## src/scg_pkg.sv

```systemverilog
// Constants and types for the sleep-mode clock gating block
package scg_pkg;
   // ------------------------------------------------------------
   // Register offsets (byte addresses)
   // ------------------------------------------------------------
   localparam logic [11:0] OFS_RUN   = 12'h100;
   localparam logic [11:0] OFS_SLEEP = 12'h110;
   localparam logic [11:0] OFS_DEEP  = 12'h120;
   localparam logic [11:0] OFS_CFG   = 12'h060;
   // ------------------------------------------------------------
   // Field layout
   // ------------------------------------------------------------
   localparam int          BIT_WDT   = 3;
   localparam int          BIT_HIB   = 6;
   localparam int          SPD_LSB   = 8;
   localparam int          BIT_ADC   = 16;
   localparam int          BIT_PWM   = 20;
   localparam int          BIT_CAN   = 24;
   localparam int          BIT_AUTO  = 0;
   localparam int          N_UNITS   = 5;
   // Unit index order on the enable and fault vectors
   localparam int          U_WDT     = 0;
   localparam int          U_HIB     = 1;
   localparam int          U_ADC     = 2;
   localparam int          U_PWM     = 3;
   localparam int          U_CAN     = 4;
   // ------------------------------------------------------------
   // Reset values and writable masks
   // ------------------------------------------------------------
   localparam logic [31:0] GATE_RST  = 32'h0000_0040;
   localparam logic [31:0] GATE_MASK = 32'h0111_0348;
   localparam logic [31:0] CFG_RST   = 32'h0000_0000;
   localparam logic [31:0] CFG_MASK  = 32'h0000_0001;
   localparam logic [1:0]  SPD_1M    = 2'h3;
   localparam logic [1:0]  SPD_125K  = 2'h0;
   typedef enum logic [1:0] {PM_RUN, PM_SLEEP, PM_DEEP} scg_mode_t;
endpackage

```

## src/scg_top.sv

```systemverilog
// Clock gating control registers with bus fault check for gated units
// Summary of operation
// - Each gating bit is the clock enable of one peripheral unit.
// - Access to a gated-off peripheral is answered with a bus fault.
// - Gating bits reset to zero except the documented hibernation bit.
// - Run, sleep and deep-sleep registers apply in their own modes.
// - Sleep registers apply only when automatic gating select is set.
// - Bits 9:8 pick converter rate: 3=1M, 2=500K, 1=250K, 0=125K.
// - Converter rate never exceeds the part maximum, whatever is written.
// - Bit 6 gates the low-power hibernation module clock.
// - Bit 3 gates the watchdog; gated-off watchdog access faults.
// - Reserved bits read zero and ignore writes; software preserves them.
// - Sleep gating register at 0x110, read/write, reset 0x00000040.
// - Bits 24, 20, 16 gate CAN, motor PWM and converter clocks.
`timescale 1ns/10ps
`default_nettype none
module scg_top #(
   parameter logic [1:0] MAX_SPEED = scg_pkg::SPD_1M
) (
   input  wire logic        CLK,
   input  wire logic        SRST,
   input  wire logic        WB_CYC_I,
   input  wire logic        WB_STB_I,
   input  wire logic        WB_WE_I,
   input  wire logic [11:0] WB_ADR_I,
   input  wire logic [3:0]  WB_SEL_I,
   input  wire logic [31:0] WB_DAT_I,
   output logic      [31:0] WB_DAT_O,
   output logic             WB_ACK_O,
   output logic             WB_ERR_O,
   input  wire logic        SLEEP_REQ,
   input  wire logic        DEEP_REQ,
   input  wire logic [4:0]  PERIPH_ACC,
   output logic      [4:0]  PERIPH_FAULT,
   output logic      [4:0]  UNIT_CLK_EN,
   output logic      [1:0]  CONV_SPEED,
   output logic      [1:0]  POWER_MODE
);
   // ------------------------------------------------------------
   // Helpers
   // ------------------------------------------------------------
   function automatic logic [4:0] unit_en(input logic [31:0] r);
      unit_en[scg_pkg::U_WDT] = r[scg_pkg::BIT_WDT];
      unit_en[scg_pkg::U_HIB] = r[scg_pkg::BIT_HIB];
      unit_en[scg_pkg::U_ADC] = r[scg_pkg::BIT_ADC];
      unit_en[scg_pkg::U_PWM] = r[scg_pkg::BIT_PWM];
      unit_en[scg_pkg::U_CAN] = r[scg_pkg::BIT_CAN];
   endfunction

   // Byte-lane merge, then keep only writable bits
   function automatic logic [31:0] merge(input logic [31:0] old, input logic [31:0] msk);
      logic [31:0] v;
      v = old;
      for (int i = 0; i < 4; i++) begin
         if (WB_SEL_I[i]) begin
            v[i*8 +: 8] = WB_DAT_I[i*8 +: 8];
         end
      end
      merge = v & msk;
   endfunction

   // ------------------------------------------------------------
   // Bus slave
   // ------------------------------------------------------------
   logic [31:0] run_reg, run_next;
   logic [31:0] sleep_reg, sleep_next;
   logic [31:0] deep_reg, deep_next;
   logic [31:0] cfg_reg, cfg_next;
   logic [31:0] dat_reg, dat_next;
   logic        ack_reg, ack_next;
   logic        err_reg, err_next;
   logic        req;
   logic        hit;
   logic [31:0] wr_val;

   assign req = WB_CYC_I & WB_STB_I & ~ack_reg & ~err_reg;

   always_comb begin
      run_next   = run_reg;
      sleep_next = sleep_reg;
      deep_next  = deep_reg;
      cfg_next   = cfg_reg;
      dat_next   = 32'h0000_0000;
      hit        = 1'b1;
      wr_val     = 32'h0000_0000;
      case (WB_ADR_I)
         scg_pkg::OFS_RUN:   dat_next = run_reg;
         scg_pkg::OFS_SLEEP: dat_next = sleep_reg;
         scg_pkg::OFS_DEEP:  dat_next = deep_reg;
         scg_pkg::OFS_CFG:   dat_next = cfg_reg;
         default:            hit = 1'b0;
      endcase
      if (req && WB_WE_I && hit) begin
         if (WB_ADR_I == scg_pkg::OFS_CFG) begin
            cfg_next = merge(cfg_reg, scg_pkg::CFG_MASK);
         end else begin
            wr_val = merge(WB_ADR_I == scg_pkg::OFS_RUN ? run_reg :
                           WB_ADR_I == scg_pkg::OFS_SLEEP ? sleep_reg : deep_reg,
                           scg_pkg::GATE_MASK);
            // clamp rate to the part maximum
            if (wr_val[scg_pkg::SPD_LSB +: 2] > MAX_SPEED) begin
               wr_val[scg_pkg::SPD_LSB +: 2] = MAX_SPEED;
            end
            case (WB_ADR_I)
               scg_pkg::OFS_RUN:   run_next = wr_val;
               scg_pkg::OFS_SLEEP: sleep_next = wr_val;
               default:            deep_next = wr_val;
            endcase
         end
      end
      if (!(req && !WB_WE_I && hit)) begin
         dat_next = 32'h0000_0000;
      end
      ack_next = req & hit;
      err_next = req & ~hit;
   end

   always_ff @(posedge CLK) begin
      // gating bits reset to zero but hibernation
      if (SRST) begin
         run_reg   <= scg_pkg::GATE_RST;
         sleep_reg <= scg_pkg::GATE_RST;
         deep_reg  <= scg_pkg::GATE_RST;
         cfg_reg   <= scg_pkg::CFG_RST;
         dat_reg   <= 32'h0000_0000;
         ack_reg   <= 1'b0;
         err_reg   <= 1'b0;
      end else begin
         run_reg   <= run_next;
         sleep_reg <= sleep_next;
         deep_reg  <= deep_next;
         cfg_reg   <= cfg_next;
         dat_reg   <= dat_next;
         ack_reg   <= ack_next;
         err_reg   <= err_next;
      end
   end

   assign WB_DAT_O = dat_reg;
   assign WB_ACK_O = ack_reg;
   assign WB_ERR_O = err_reg;

   // ------------------------------------------------------------
   // Mode selection and gating
   // ------------------------------------------------------------
   scg_pkg::scg_mode_t mode_reg, mode_next;
   logic [31:0] sel_word;
   logic [4:0]  en_reg, en_next;
   logic [1:0]  spd_reg, spd_next;
   logic [4:0]  flt_reg, flt_next;

   always_comb begin
      // Deep sleep outranks sleep when both are requested
      if (DEEP_REQ) begin
         mode_next = scg_pkg::PM_DEEP;
      end else if (SLEEP_REQ) begin
         mode_next = scg_pkg::PM_SLEEP;
      end else begin
         mode_next = scg_pkg::PM_RUN;
      end
      // sleep registers only under automatic gating
      case (mode_reg)
         scg_pkg::PM_SLEEP: sel_word = cfg_reg[scg_pkg::BIT_AUTO] ? sleep_reg : run_reg;
         scg_pkg::PM_DEEP:  sel_word = cfg_reg[scg_pkg::BIT_AUTO] ? deep_reg : run_reg;
         default:           sel_word = run_reg;
      endcase
      // watchdog bit 3, hibernation bit 6, bits 24, 20, 16
      en_next  = unit_en(sel_word);
      // rate code passes straight to the converter
      spd_next = sel_word[scg_pkg::SPD_LSB +: 2];
      // fault on access to a stopped unit
      flt_next = PERIPH_ACC & ~en_reg;
   end

   // Enables leave a flop so the downstream gate cell sees one clean edge
   always_ff @(posedge CLK) begin
      if (SRST) begin
         mode_reg <= scg_pkg::PM_RUN;
         en_reg   <= unit_en(scg_pkg::GATE_RST);
         spd_reg  <= scg_pkg::SPD_125K;
         flt_reg  <= 5'h00;
      end else begin
         mode_reg <= mode_next;
         en_reg   <= en_next;
         spd_reg  <= spd_next;
         flt_reg  <= flt_next;
      end
   end

   assign UNIT_CLK_EN  = en_reg;
   assign CONV_SPEED   = spd_reg;
   assign PERIPH_FAULT = flt_reg;
   assign POWER_MODE   = mode_reg;
endmodule
`default_nettype wire

```

## config.mk

```make
export PLATFORM = sky130hd
export DESIGN_NAME = scg_top
export DESIGN_NICKNAME = d
export VERILOG_FILES = /design/src/scg_pkg.sv /design/src/scg_top.sv
export SDC_FILE = /design/constraint.sdc
export NUM_CORES = 1
export LEC_CHECK = 0
export ABC_CLOCK_PERIOD_IN_PS = 1900
export BUFFER_PORTS_ARGS = -buffer_cell sky130_fd_sc_hd__buf_2
export CAP_MARGIN = 15
export CORE_MARGIN = 2
export CORE_UTILIZATION = 42
export CTS_BUF_LIST = sky130_fd_sc_hd__clkbuf_16
export DETAILED_ROUTE_END_ITERATION = 8
export GPL_ROUTABILITY_DRIVEN = 0
export PLACE_DENSITY = 0.87
export SYNTH_ARGS = -nofsm -noshare
export SYNTH_HDL_FRONTEND = slang
export SYNTH_SLANG_ARGS = --single-unit
export TNS_END_PERCENT = 20
```

## constraint.sdc

```tcl
create_clock -name CLK -period 1.9 [get_ports CLK]
set_clock_uncertainty 0.05 [all_clocks]
set_input_delay 0.285 -clock CLK [delete_from_list [all_inputs] [get_ports CLK]]
set_output_delay 0.285 -clock CLK [all_outputs]
set_load 0.01 [all_outputs]
```

==> results of run 1 <==
[synthesized netlist by cell type (all sizes together), types with 8 or more instances]
master / number
a21oi: 23
nor2: 25
mux2i: 8
buf: 33
dfxtp: 46
a211oi: 9
nor3: 8
a22oi: 11
clkbuf: 10
[worst max-delay path: stages]
cell	delay [ns]
buf_2	0.10
or4_4	0.54
or3_4	0.44
o311a_1	0.37
a41oi_2	0.22
[power by group]
part / internal (mW) / total [mW] / leakage (nW) / switching [mW]
Clock: 0.475 / 0.822 / 0.0724 / 0.346
Sequential: 0.973 / 0.977 / 0.372 / 0.00347
Combinational: 0.0765 / 0.194 / 0.733 / 0.117
[layout by cell type (no fill, tap or decap), types with 4 or more instances in the layout]
cell type	count
a211oi_1	9
a21oi_1	23
a22o_1	7
a22oi_1	11
a2bb2oi_1	7
a311oi_1	6
buf_2	59
buf_4	23
clkbuf_16	5
conb_1	24
dfxtp_1	46
inv_1	6
mux2i_1	8
nand2_1	6
nand3_1	7
nand3b_1	5
nor2_1	25
nor3_1	6
nor3b_1	6
o21ai_0	4
[cell type report]
cell class | instances | area [um^2]
Fill cell | 458 | 2340
Inverter | 6 | 22.5
Multi-Input combinational cell | 187 | 1180
Timing Repair Buffer | 85 | 519
Tap cell | 70 | 87.6
Sequential cell | 46 | 921
Clock buffer | 5 | 125
Clock inverter | 3 | 12.5
[layer usage]
| metal | vias up | wire length (um) | track usage (%) |
|---|---|---|---|
| li1 | 1042 | - | - |
| met1 | 986 | 2310 | 23.7 |
| met2 | 122 | 2930 | 33.4 |
| met3 | 9 | 512 | 4.65 |
| met4 | 0 | 88 | 8.42 |
| met5 | - | 0 | 0 |
[per-stage QoR]
step	setup slack [ns]	utilization [%]	hold slack, ns	std cells
floorplan	-0.0423	-	0.311	282
global placement	-0.124	52.4	0.350	394
detailed placement	-0.215	52.4	0.357	394
CTS	0.0666	55.0	0.135	402
global route	0.0325	55.1	0.130	402
finish	0.0933	55.1	0.138	402
[timing repair]
action	in CTS	in global routing
resized for setup	0	2
setup endpoints to repair	0	3
hold buffers	0	0
[logic make-up (layout without fill, tap and decap cells)]
| group | Yosys count | in the layout | synth area share [%] |
|---|---|---|---|
| buf+inv | 49 | 99 | 12.7 |
| other cells | 1 | 24 | 0.163 |
| simple gates | 74 | 74 | 18.1 |
| fa+ha+maj | 2 | 2 | 1.09 |
| flops | 46 | 46 | 40.1 |
| mux | 8 | 8 | 3.48 |
| compound gates | 79 | 79 | 24.4 |
[worst min-delay path by stage]
stage,from,end,slack [ns],cells past startpoint
after floorplan,DEEP_REQ,POWER_MODE[0],0.31,1
after global placement,UNIT_CLK_EN[3],PERIPH_FAULT[3],0.35,1
after detailed placement,UNIT_CLK_EN[1],PERIPH_FAULT[1],0.36,1
after CTS,DEEP_REQ,POWER_MODE[0],0.14,2
after global routing,DEEP_REQ,POWER_MODE[0],0.13,2
final,DEEP_REQ,POWER_MODE[0],0.14,2
==> flow_metrics.py, run 1 <==
metrics = {
    "critical_path": {
        "timing.critical_path.arrival_ns": 1.95,
        "timing.critical_path.to": "sleep_reg[6]",
        "worstRegToRegCells": 6,
        "worst-r2r-setup-slack_ns": 0.24,
        "critical_path.max_fanout": 7,
        "cp_data_required_time_ns": 2.05,
        "timing.rr.start": "WB_ERR_O",
        "timing.critical_path.from_type": "primary input",
        "cp-startpoint": "WB_ADR_I[7]",
        "worstSetupPathType": "in2reg",
        "r2r-end": "deep_reg[9]",
        "worst_setup_path_end_kind": "flip-flop",
    },
    "cells_and_area": {
        "post_route_cells_drive_above_1_share_pct": 30.1,
        "final_nets": 393,
        "antenna-diode-count": 0,
        "fin_area_um2": 2870,
        "area_delta_synth_final_pct": 24.8,
        "largest_reg_flops": 8,
    },
    "clocking": {
        "postCtsSetupRepairBufs": 0,
        "clock_sinks": 46,
        "cts_buffers": 5,
        "cts_tree": "yes",
        "clkLatencyLatePin_ns": 0.29,
        "clock_tree.buffer_depth": 2,
        "htreeDepth": 2,
        "cts.root.buffer_cell": "clkbuf_16",
        "clkTransAtPathRegs_ns": 0.05,
    },
    "power": {
        "max_vdd_drop_v": 0.000389,
        "cellLeakagePower_nw": 1.18,
        "post-layout-total-power_mw": 1.99,
        "power_density_nw_per_um2": 695,
    },
    "sta": {
        "timing.setup.tns_ns": 0,
        "unrepaired_setup_endpoints_after_global_routing": "false",
        "worst_slew_pin_slew_ns": 0.534,
        "timing.final.hold_violations": 0,
        "maxSlewViolCount": 0,
        "maxClockFrequency_mhz": 553,
        "relSlewSlack_pct": 64.3,
        "fin_crit_share_pct": 95.1,
        "layout_min_cycle_time_ns": 1.81,
        "report.final.setup_viol": 0,
    },
    "yosys": {
        "share_of_yosys_cell_area_claimed_by_the_top_area_cell_type_pct": 40.1,
        "synthDominantAreaCellType": "dfxtp_1",
        "ys_seq_elements": 46,
        "netlist_instances": 259,
        "netlist_area_um2": 2300,
        "async_s_r_ff_share_synth_pct": 0,
        "seq_area_frac_synth_pct": 40.1,
        "synth_area_per_cell_um2": 8.87,
        "yosys_warnings": 0,
        "yosys.cell_types.count": 45,
        "yosys_most_used_dff": "dfxtp_1",
        "ys_top_cells_by_area": "dfxtp_1 40%, buf_4 8.2%, a21oi_1 5.0%",
        "synth_edf_count": 0,
    },
    "floorplanning": {
        "initial_utilization_pct": 44.2,
        "rows": 26,
        "core_area_um2": 5200,
        "chipWidth_um": 78.0,
        "die-area_um2": 6080,
        "fp.dieH_um": 78.0,
        "boundaryPins": 108,
    },
    "global_route": {
        "grt_pass1_vias": 1990,
        "global_route.usage.total_pct": 19.7,
        "grt_antenna_before_repair": 0,
        "grt_first_pass_wirelength_um": 9470,
        "grt.overflow.total": 0,
        "grt_start_max_net_pins": 31,
    },
    "hold_path": {
        "worst_hold_path_type": "in2reg",
    },
    "route": {
        "final_wl_um": 5840,
        "drt_pass1_iterations": 4,
        "number_of_nets_with_antenna_violations_after_detailed_routing": 0,
        "route.vias.total": 2159,
        "vias_per_cell": 5.37,
        "wl_per_cell_um": 14.5,
        "drc_errors": 0,
        "drtIter0Drc": 173,
    },
    "status": {
        "status": "finished, final reports clean",
    },
    "job": {
        "max-cap-violations": 0,
    },
    "place": {
        "dp_hpwl_um": 4390,
        "post_dp_cell_area_um2": 2730,
        "io_buffer_count": 59,
    },
}
(Power assumes the default switching activity.)
==> run 2, diff against run 1 <==
--- a/config.mk
+++ b/config.mk
@@ -6,7 +6,7 @@
 export NUM_CORES = 1
 export LEC_CHECK = 0
 export ABC_CLOCK_PERIOD_IN_PS = 1900
-export BUFFER_PORTS_ARGS = -buffer_cell sky130_fd_sc_hd__buf_2
+export BUFFER_PORTS_ARGS = -buffer_cell sky130_fd_sc_hd__buf_4
 export CAP_MARGIN = 15
 export CORE_MARGIN = 2
 export CORE_UTILIZATION = 42
==> run 2 against run 1 <==
Compared with the run above:
- utilization rose by 2.9 points
- largest cell class unchanged
- global-route usage fell by 0.60 points
- cell count is 0.25% lower
- sequential share of layout area shrank 1.6 points
==> flow_metrics.py, run 2 (synthesis gave the netlist of run 1 again) <==
metrics = {
    "route": {
        "wl_per_cell_um": 14.3,
        "final_wl_um": 5750,
        "drt_pass1_iterations": 4,
        "number_of_nets_with_antenna_violations_after_detailed_routing": 0,
        "vias_per_cell": 5.37,
        "drc_errors": 0,
        "drtIter0Drc": 197,
        "route.vias.total": 2153,
    },
    "cells_and_area": {
        "seq_area_um2": 921,
        "area_delta_synth_final_pct": 31.2,
        "largest_reg_flops": 8,
        "finalNonFillerCells": 401,
        "layout.cells.most_common_list": "81 x buf_4, 46 x dfxtp_1, 25 x nor2_1",
        "layout.cells.most_common": "buf_4",
        "post_route_cells_drive_above_1_share_pct": 31.1,
        "final_nets": 392,
        "fill_cells": 470,
        "antenna-diode-count": 0,
        "combined_area_of_the_multi_input_logic_cells_um2": 1180,
        "fin_area_um2": 3020,
    },
    "critical_path": {
        "critPathTopFamily": "simple AND/OR/NAND/NOR gates",
        "worst_setup_path_end_kind": "flip-flop",
        "timing.critical_path.arrival_ns": 1.97,
        "timing.critical_path.cells": "buf_4 -> or4_4 -> buf_6 -> nor4_4 -> buf_6 -> a21oi_1 -> a311oi_1",
        "cp-startpoint": "WB_ADR_I[1]",
        "worstSetupPathType": "in2reg",
        "timing.critical_path.from_type": "primary input",
        "critical-path-slowest-cell": "or4_4",
        "critical_path.max_fanout": 6,
        "critPathBufInv": 3,
        "timing.rr.start": "WB_ERR_O",
        "path_common_cell": "buf_6",
        "worst_path_max_stage_delay_ns": 0.54,
        "cp_data_required_time_ns": 2.03,
    },
    "global_route": {
        "grt_pass1_vias": 2005,
        "global_route.usage.total_pct": 19.1,
        "grt_antenna_before_repair": 0,
        "grt_first_pass_wirelength_um": 9220,
        "grt_start_max_net_pins": 40,
        "grt.overflow.total": 0,
    },
    "floorplanning": {
        "core_area_um2": 5200,
        "initial_utilization_pct": 44.2,
        "chipWidth_um": 78.0,
        "fp.dieH_um": 78.0,
        "rows": 26,
        "die-area_um2": 6080,
        "boundaryPins": 108,
    },
    "place": {
        "place_worst_setup_slack_ns": -0.235,
        "numPlacedInstances": 388,
        "io_buffer_count": 59,
        "dp_hpwl_um": 4180,
        "post_dp_cell_area_um2": 2820,
    },
    "sta": {
        "timing.final.hold_violations": 0,
        "finalHoldWorstSlack_ns": 0.116,
        "layout_setup_ws_ns": 0.0593,
        "maxClockFrequency_mhz": 543,
        "maxSlewViolCount": 0,
        "worst_slew_pin_slew_ns": 0.534,
        "relSlewSlack_pct": 64.3,
        "report.final.setup_viol": 0,
        "layout_min_cycle_time_ns": 1.84,
        "fin_crit_share_pct": 96.9,
    },
    "clocking": {
        "clkTransAtPathRegs_ns": 0.07,
        "cts_tree": "yes",
        "clock_sinks": 46,
        "htreeDepth": 2,
        "cts_buffers": 5,
        "cts_hold_repair.buffers": 0,
        "clkLatencyLatePin_ns": 0.29,
        "cts.root.buffer_cell": "clkbuf_16",
        "clock_tree.buffer_depth": 2,
    },
    "status": {
        "status": "finished, final reports clean",
    },
    "job": {
        "max-cap-violations": 0,
    },
    "power": {
        "post-layout-total-power_mw": 2.06,
        "cellLeakagePower_nw": 1.20,
        "max_vdd_drop_v": 0.000446,
        "power_density_nw_per_um2": 684,
    },
    "hold_path": {
        "hold_path_startpoint": "DEEP_REQ",
        "worst_hold_path_type": "in2reg",
    },
}
[run 2: area by class of cell]
type | instances | area share [%]
multi-input combinational | 187 | 39.3
sequential | 46 | 30.5
timing repair buffer | 84 | 21.6
clock buffer | 5 | 4.15
tap | 70 | 2.90
clock inverter | 3 | 0.830
inverter | 6 | 0.747
[run 2: timing repair]
| action | 4_1_cts | 5_1_grt |
|---|---|---|
| gates resized for setup | 0 | 6 |
| endpoints found under the setup margin | 0 | 4 |
| setup buffers | 0 | 5 |
[run 2: worst paths after layout]
path | slack, ns | to | cells after the start
setup reg to reg | 0.17 | run_reg[3] | 6
hold / removal | 0.12 | POWER_MODE[0] | 2
hold reg to reg | 0.37 | PERIPH_FAULT[3] | 1
setup / recovery | 0.06 | deep_reg[8] | 7
[run 2: stage by stage]
step	util, %	TNS [ns]
finish	58.0	0
detailed placement	54.1	-3.14
floorplan	-	-0.512
global placement	54.1	-2.34
global route	58.0	-0.0227
CTS	57.0	0
[run 2: where the power goes]
group	switching, mW	total (mW)	internal, mW
Combinational	0.115	0.212	0.0963
Sequential	0.00408	0.977	0.973
Clock	0.381	0.875	0.494
Total	0.500	2.06	1.56
[run 2: per-layer routing]
| layer | share of wire (%) | track usage [%] |
|---|---|---|
| met5 | 0 | 0 |
| met2 | 49 | 31.2 |
| met4 | 1.9 | 8.07 |
| met3 | 7.3 | 5.00 |
| met1 | 41 | 23.7 |
==> run 3, diff against run 2 <==
--- a/config.mk
+++ b/config.mk
@@ -14,6 +14,7 @@
 export DETAILED_ROUTE_END_ITERATION = 8
 export GPL_ROUTABILITY_DRIVEN = 0
 export PLACE_DENSITY = 0.87
+export RECOVER_POWER = 50
 export SYNTH_ARGS = -nofsm -noshare
 export SYNTH_HDL_FRONTEND = slang
 export SYNTH_SLANG_ARGS = --single-unit
==> run 3 against run 2 <==
Compared with the run above:
- die area did not move
- critical path depth did not move
- clock power barely moved
- register-to-register slack got worse by 0.02 ns
- hold slack barely moved
- worst setup slack got worse by 0.0074 ns
- via count rose by 0.84%
- sequential share of layout area rose by 1.0 points
- non-clock buffer count did not move
- first-iteration DRC count rose by 6.6%
- total power fell by 0.27%
- combinational power fell by 3%
- largest power group unchanged
==> flow_metrics.py, run 3 (synthesis gave the netlist of run 1 again) <==
metrics = {
    "cells_and_area": {
        "antenna-diode-count": 0,
        "layout.cells.most_common": "buf_4",
        "final_nets": 392,
        "post_route_cells_drive_above_1_share_pct": 23.6,
        "largest_reg_flops": 8,
        "fill_cells": 486,
        "area_delta_synth_final_pct": 27.1,
        "layout.core_utilization_pct": 56.1,
        "layout.cells.most_common_list": "55 x buf_4, 46 x dfxtp_1, 25 x nor2_1, 25 x clkbuf_1, 24 x conb_1",
    },
    "sta": {
        "maxClockFrequency_mhz": 541,
        "layout_setup_ws_ns": 0.0519,
        "layout_min_cycle_time_ns": 1.85,
        "fin_crit_share_pct": 97.3,
        "finalHoldWorstSlack_ns": 0.116,
        "timing.final.hold_violations": 0,
        "report.final.setup_viol": 0,
        "worst_slew_pin_slew_ns": 0.802,
        "timing.setup.tns_ns": 0,
        "maxSlewViolCount": 0,
        "relSlewSlack_pct": 46.6,
    },
    "global_route": {
        "grt_pass1_vias": 2005,
        "grt_antenna_before_repair": 0,
        "grt.overflow.total": 0,
        "grt_first_pass_wirelength_um": 9220,
        "global_route.usage.total_pct": 19.1,
        "grt_start_max_net_pins": 40,
    },
    "place": {
        "io_buffer_count": 59,
        "dp_hpwl_um": 4180,
        "place_worst_setup_slack_ns": -0.235,
    },
    "route": {
        "number_of_nets_with_antenna_violations_after_detailed_routing": 0,
        "final_wl_um": 5820,
        "drt_pass1_iterations": 4,
        "dr.max_layer_used": "met4",
        "drtIter0Drc": 210,
        "route.vias.total": 2171,
        "drc_errors": 0,
        "wl_met3_um": 507,
        "vias_per_cell": 5.41,
        "wl_per_cell_um": 14.5,
        "detail_route.wirelength.met1_um": 2370,
        "wl_met2_um": 2840,
    },
    "critical_path": {
        "critical-path-slowest-cell": "or4_4",
        "critPathBufInv": 3,
        "r2r-end": "run_reg[3]",
        "worst-r2r-setup-slack_ns": 0.15,
        "critPathTopFamily": "simple AND/OR/NAND/NOR gates",
        "worst_setup_path_end_kind": "flip-flop",
        "cp_data_required_time_ns": 2.03,
        "timing.critical_path.arrival_ns": 1.98,
        "critical_path.max_fanout": 6,
        "worst_path_max_stage_delay_ns": 0.54,
        "timing.critical_path.from_type": "primary input",
        "timing.critical_path.cells": "buf_4 -> or4_4 -> buf_6 -> nor4_4 -> buf_6 -> a21oi_1 -> a311oi_1",
        "worstRegToRegCells": 6,
        "worstSetupPathType": "in2reg",
        "timing.critical_path.to": "deep_reg[8]",
        "path_common_cell": "buf_6",
        "crit_cells": 7,
        "cp-startpoint": "WB_ADR_I[1]",
        "timing.rr.start": "WB_ERR_O",
    },
    "floorplanning": {
        "core_area_um2": 5200,
        "boundaryPins": 108,
        "initial_utilization_pct": 44.2,
        "chipWidth_um": 78.0,
        "fp.dieH_um": 78.0,
        "rows": 26,
        "die-area_um2": 6080,
    },
    "clocking": {
        "cts.root.buffer_cell": "clkbuf_16",
        "clkLatencyLatePin_ns": 0.29,
        "clkTransAtPathRegs_ns": 0.07,
        "cts_tree": "yes",
        "htreeDepth": 2,
        "cts_buffers": 5,
        "clock_sinks": 46,
        "clock_tree.buffer_depth": 2,
        "cts_hold_repair.buffers": 0,
    },
    "power": {
        "power_density_nw_per_um2": 705,
        "post-layout-total-power_mw": 2.06,
        "cellLeakagePower_nw": 1.10,
        "max_vdd_drop_v": 0.000443,
    },
    "hold_path": {
        "worst_hold_path_type": "in2reg",
    },
    "status": {
        "status": "finished, final reports clean",
    },
    "job": {
        "max-cap-violations": 0,
    },
}
-- run 3: power breakdown --
group | switching [mW] | internal [mW]
Clock | 0.382 | 0.494
Combinational | 0.116 | 0.0886
Sequential | 0.00391 | 0.973
-- run 3: layout make-up --
cell class / count / area [um^2] / area share, %
Multi-Input combinational cell: 187 / 1180 / 40.6
Sequential cell: 46 / 921 / 31.5
Timing Repair Buffer: 84 / 554 / 19.0
Clock buffer: 5 / 125 / 4.28
Tap cell: 70 / 87.6 / 3.00
Clock inverter: 3 / 25.0 / 0.857
Inverter: 6 / 22.5 / 0.771
-- run 3: timing repair --
action                     in CTS  in global routing
buffers inserted                0                  5
hold endpoints to repair        0                  0
setup endpoints to repair       0                  4
gates resized for setup         0                  6
-- run 3: layer usage --
metal,global-route usage [%],vias to the layer above
met5,0,-
met4,8.07,0
met3,5.00,12
met2,31.2,110
met1,23.7,1001
li1,-,1048
-- run 3: worst min path at each step --
stage                              start  slack [ns]              end  depth (start not counted)
final                           DEEP_REQ        0.12    POWER_MODE[0]                          2
after global routing            DEEP_REQ        0.11    POWER_MODE[0]                          2
after CTS                       DEEP_REQ        0.12    POWER_MODE[0]                          2
after detailed placement  UNIT_CLK_EN[0]        0.36  PERIPH_FAULT[0]                          1
after global placement    UNIT_CLK_EN[3]        0.36  PERIPH_FAULT[3]                          1
after floorplan                 DEEP_REQ        0.31    POWER_MODE[0]                          1
-- run 3: metrics by stage --
stage | cells | cell area (um^2)
CTS | 396 | 2970
finish | 401 | 2920
floorplan | 282 | 2400
global route | 401 | 2920
detailed placement | 388 | 2820
global placement | 388 | 2820
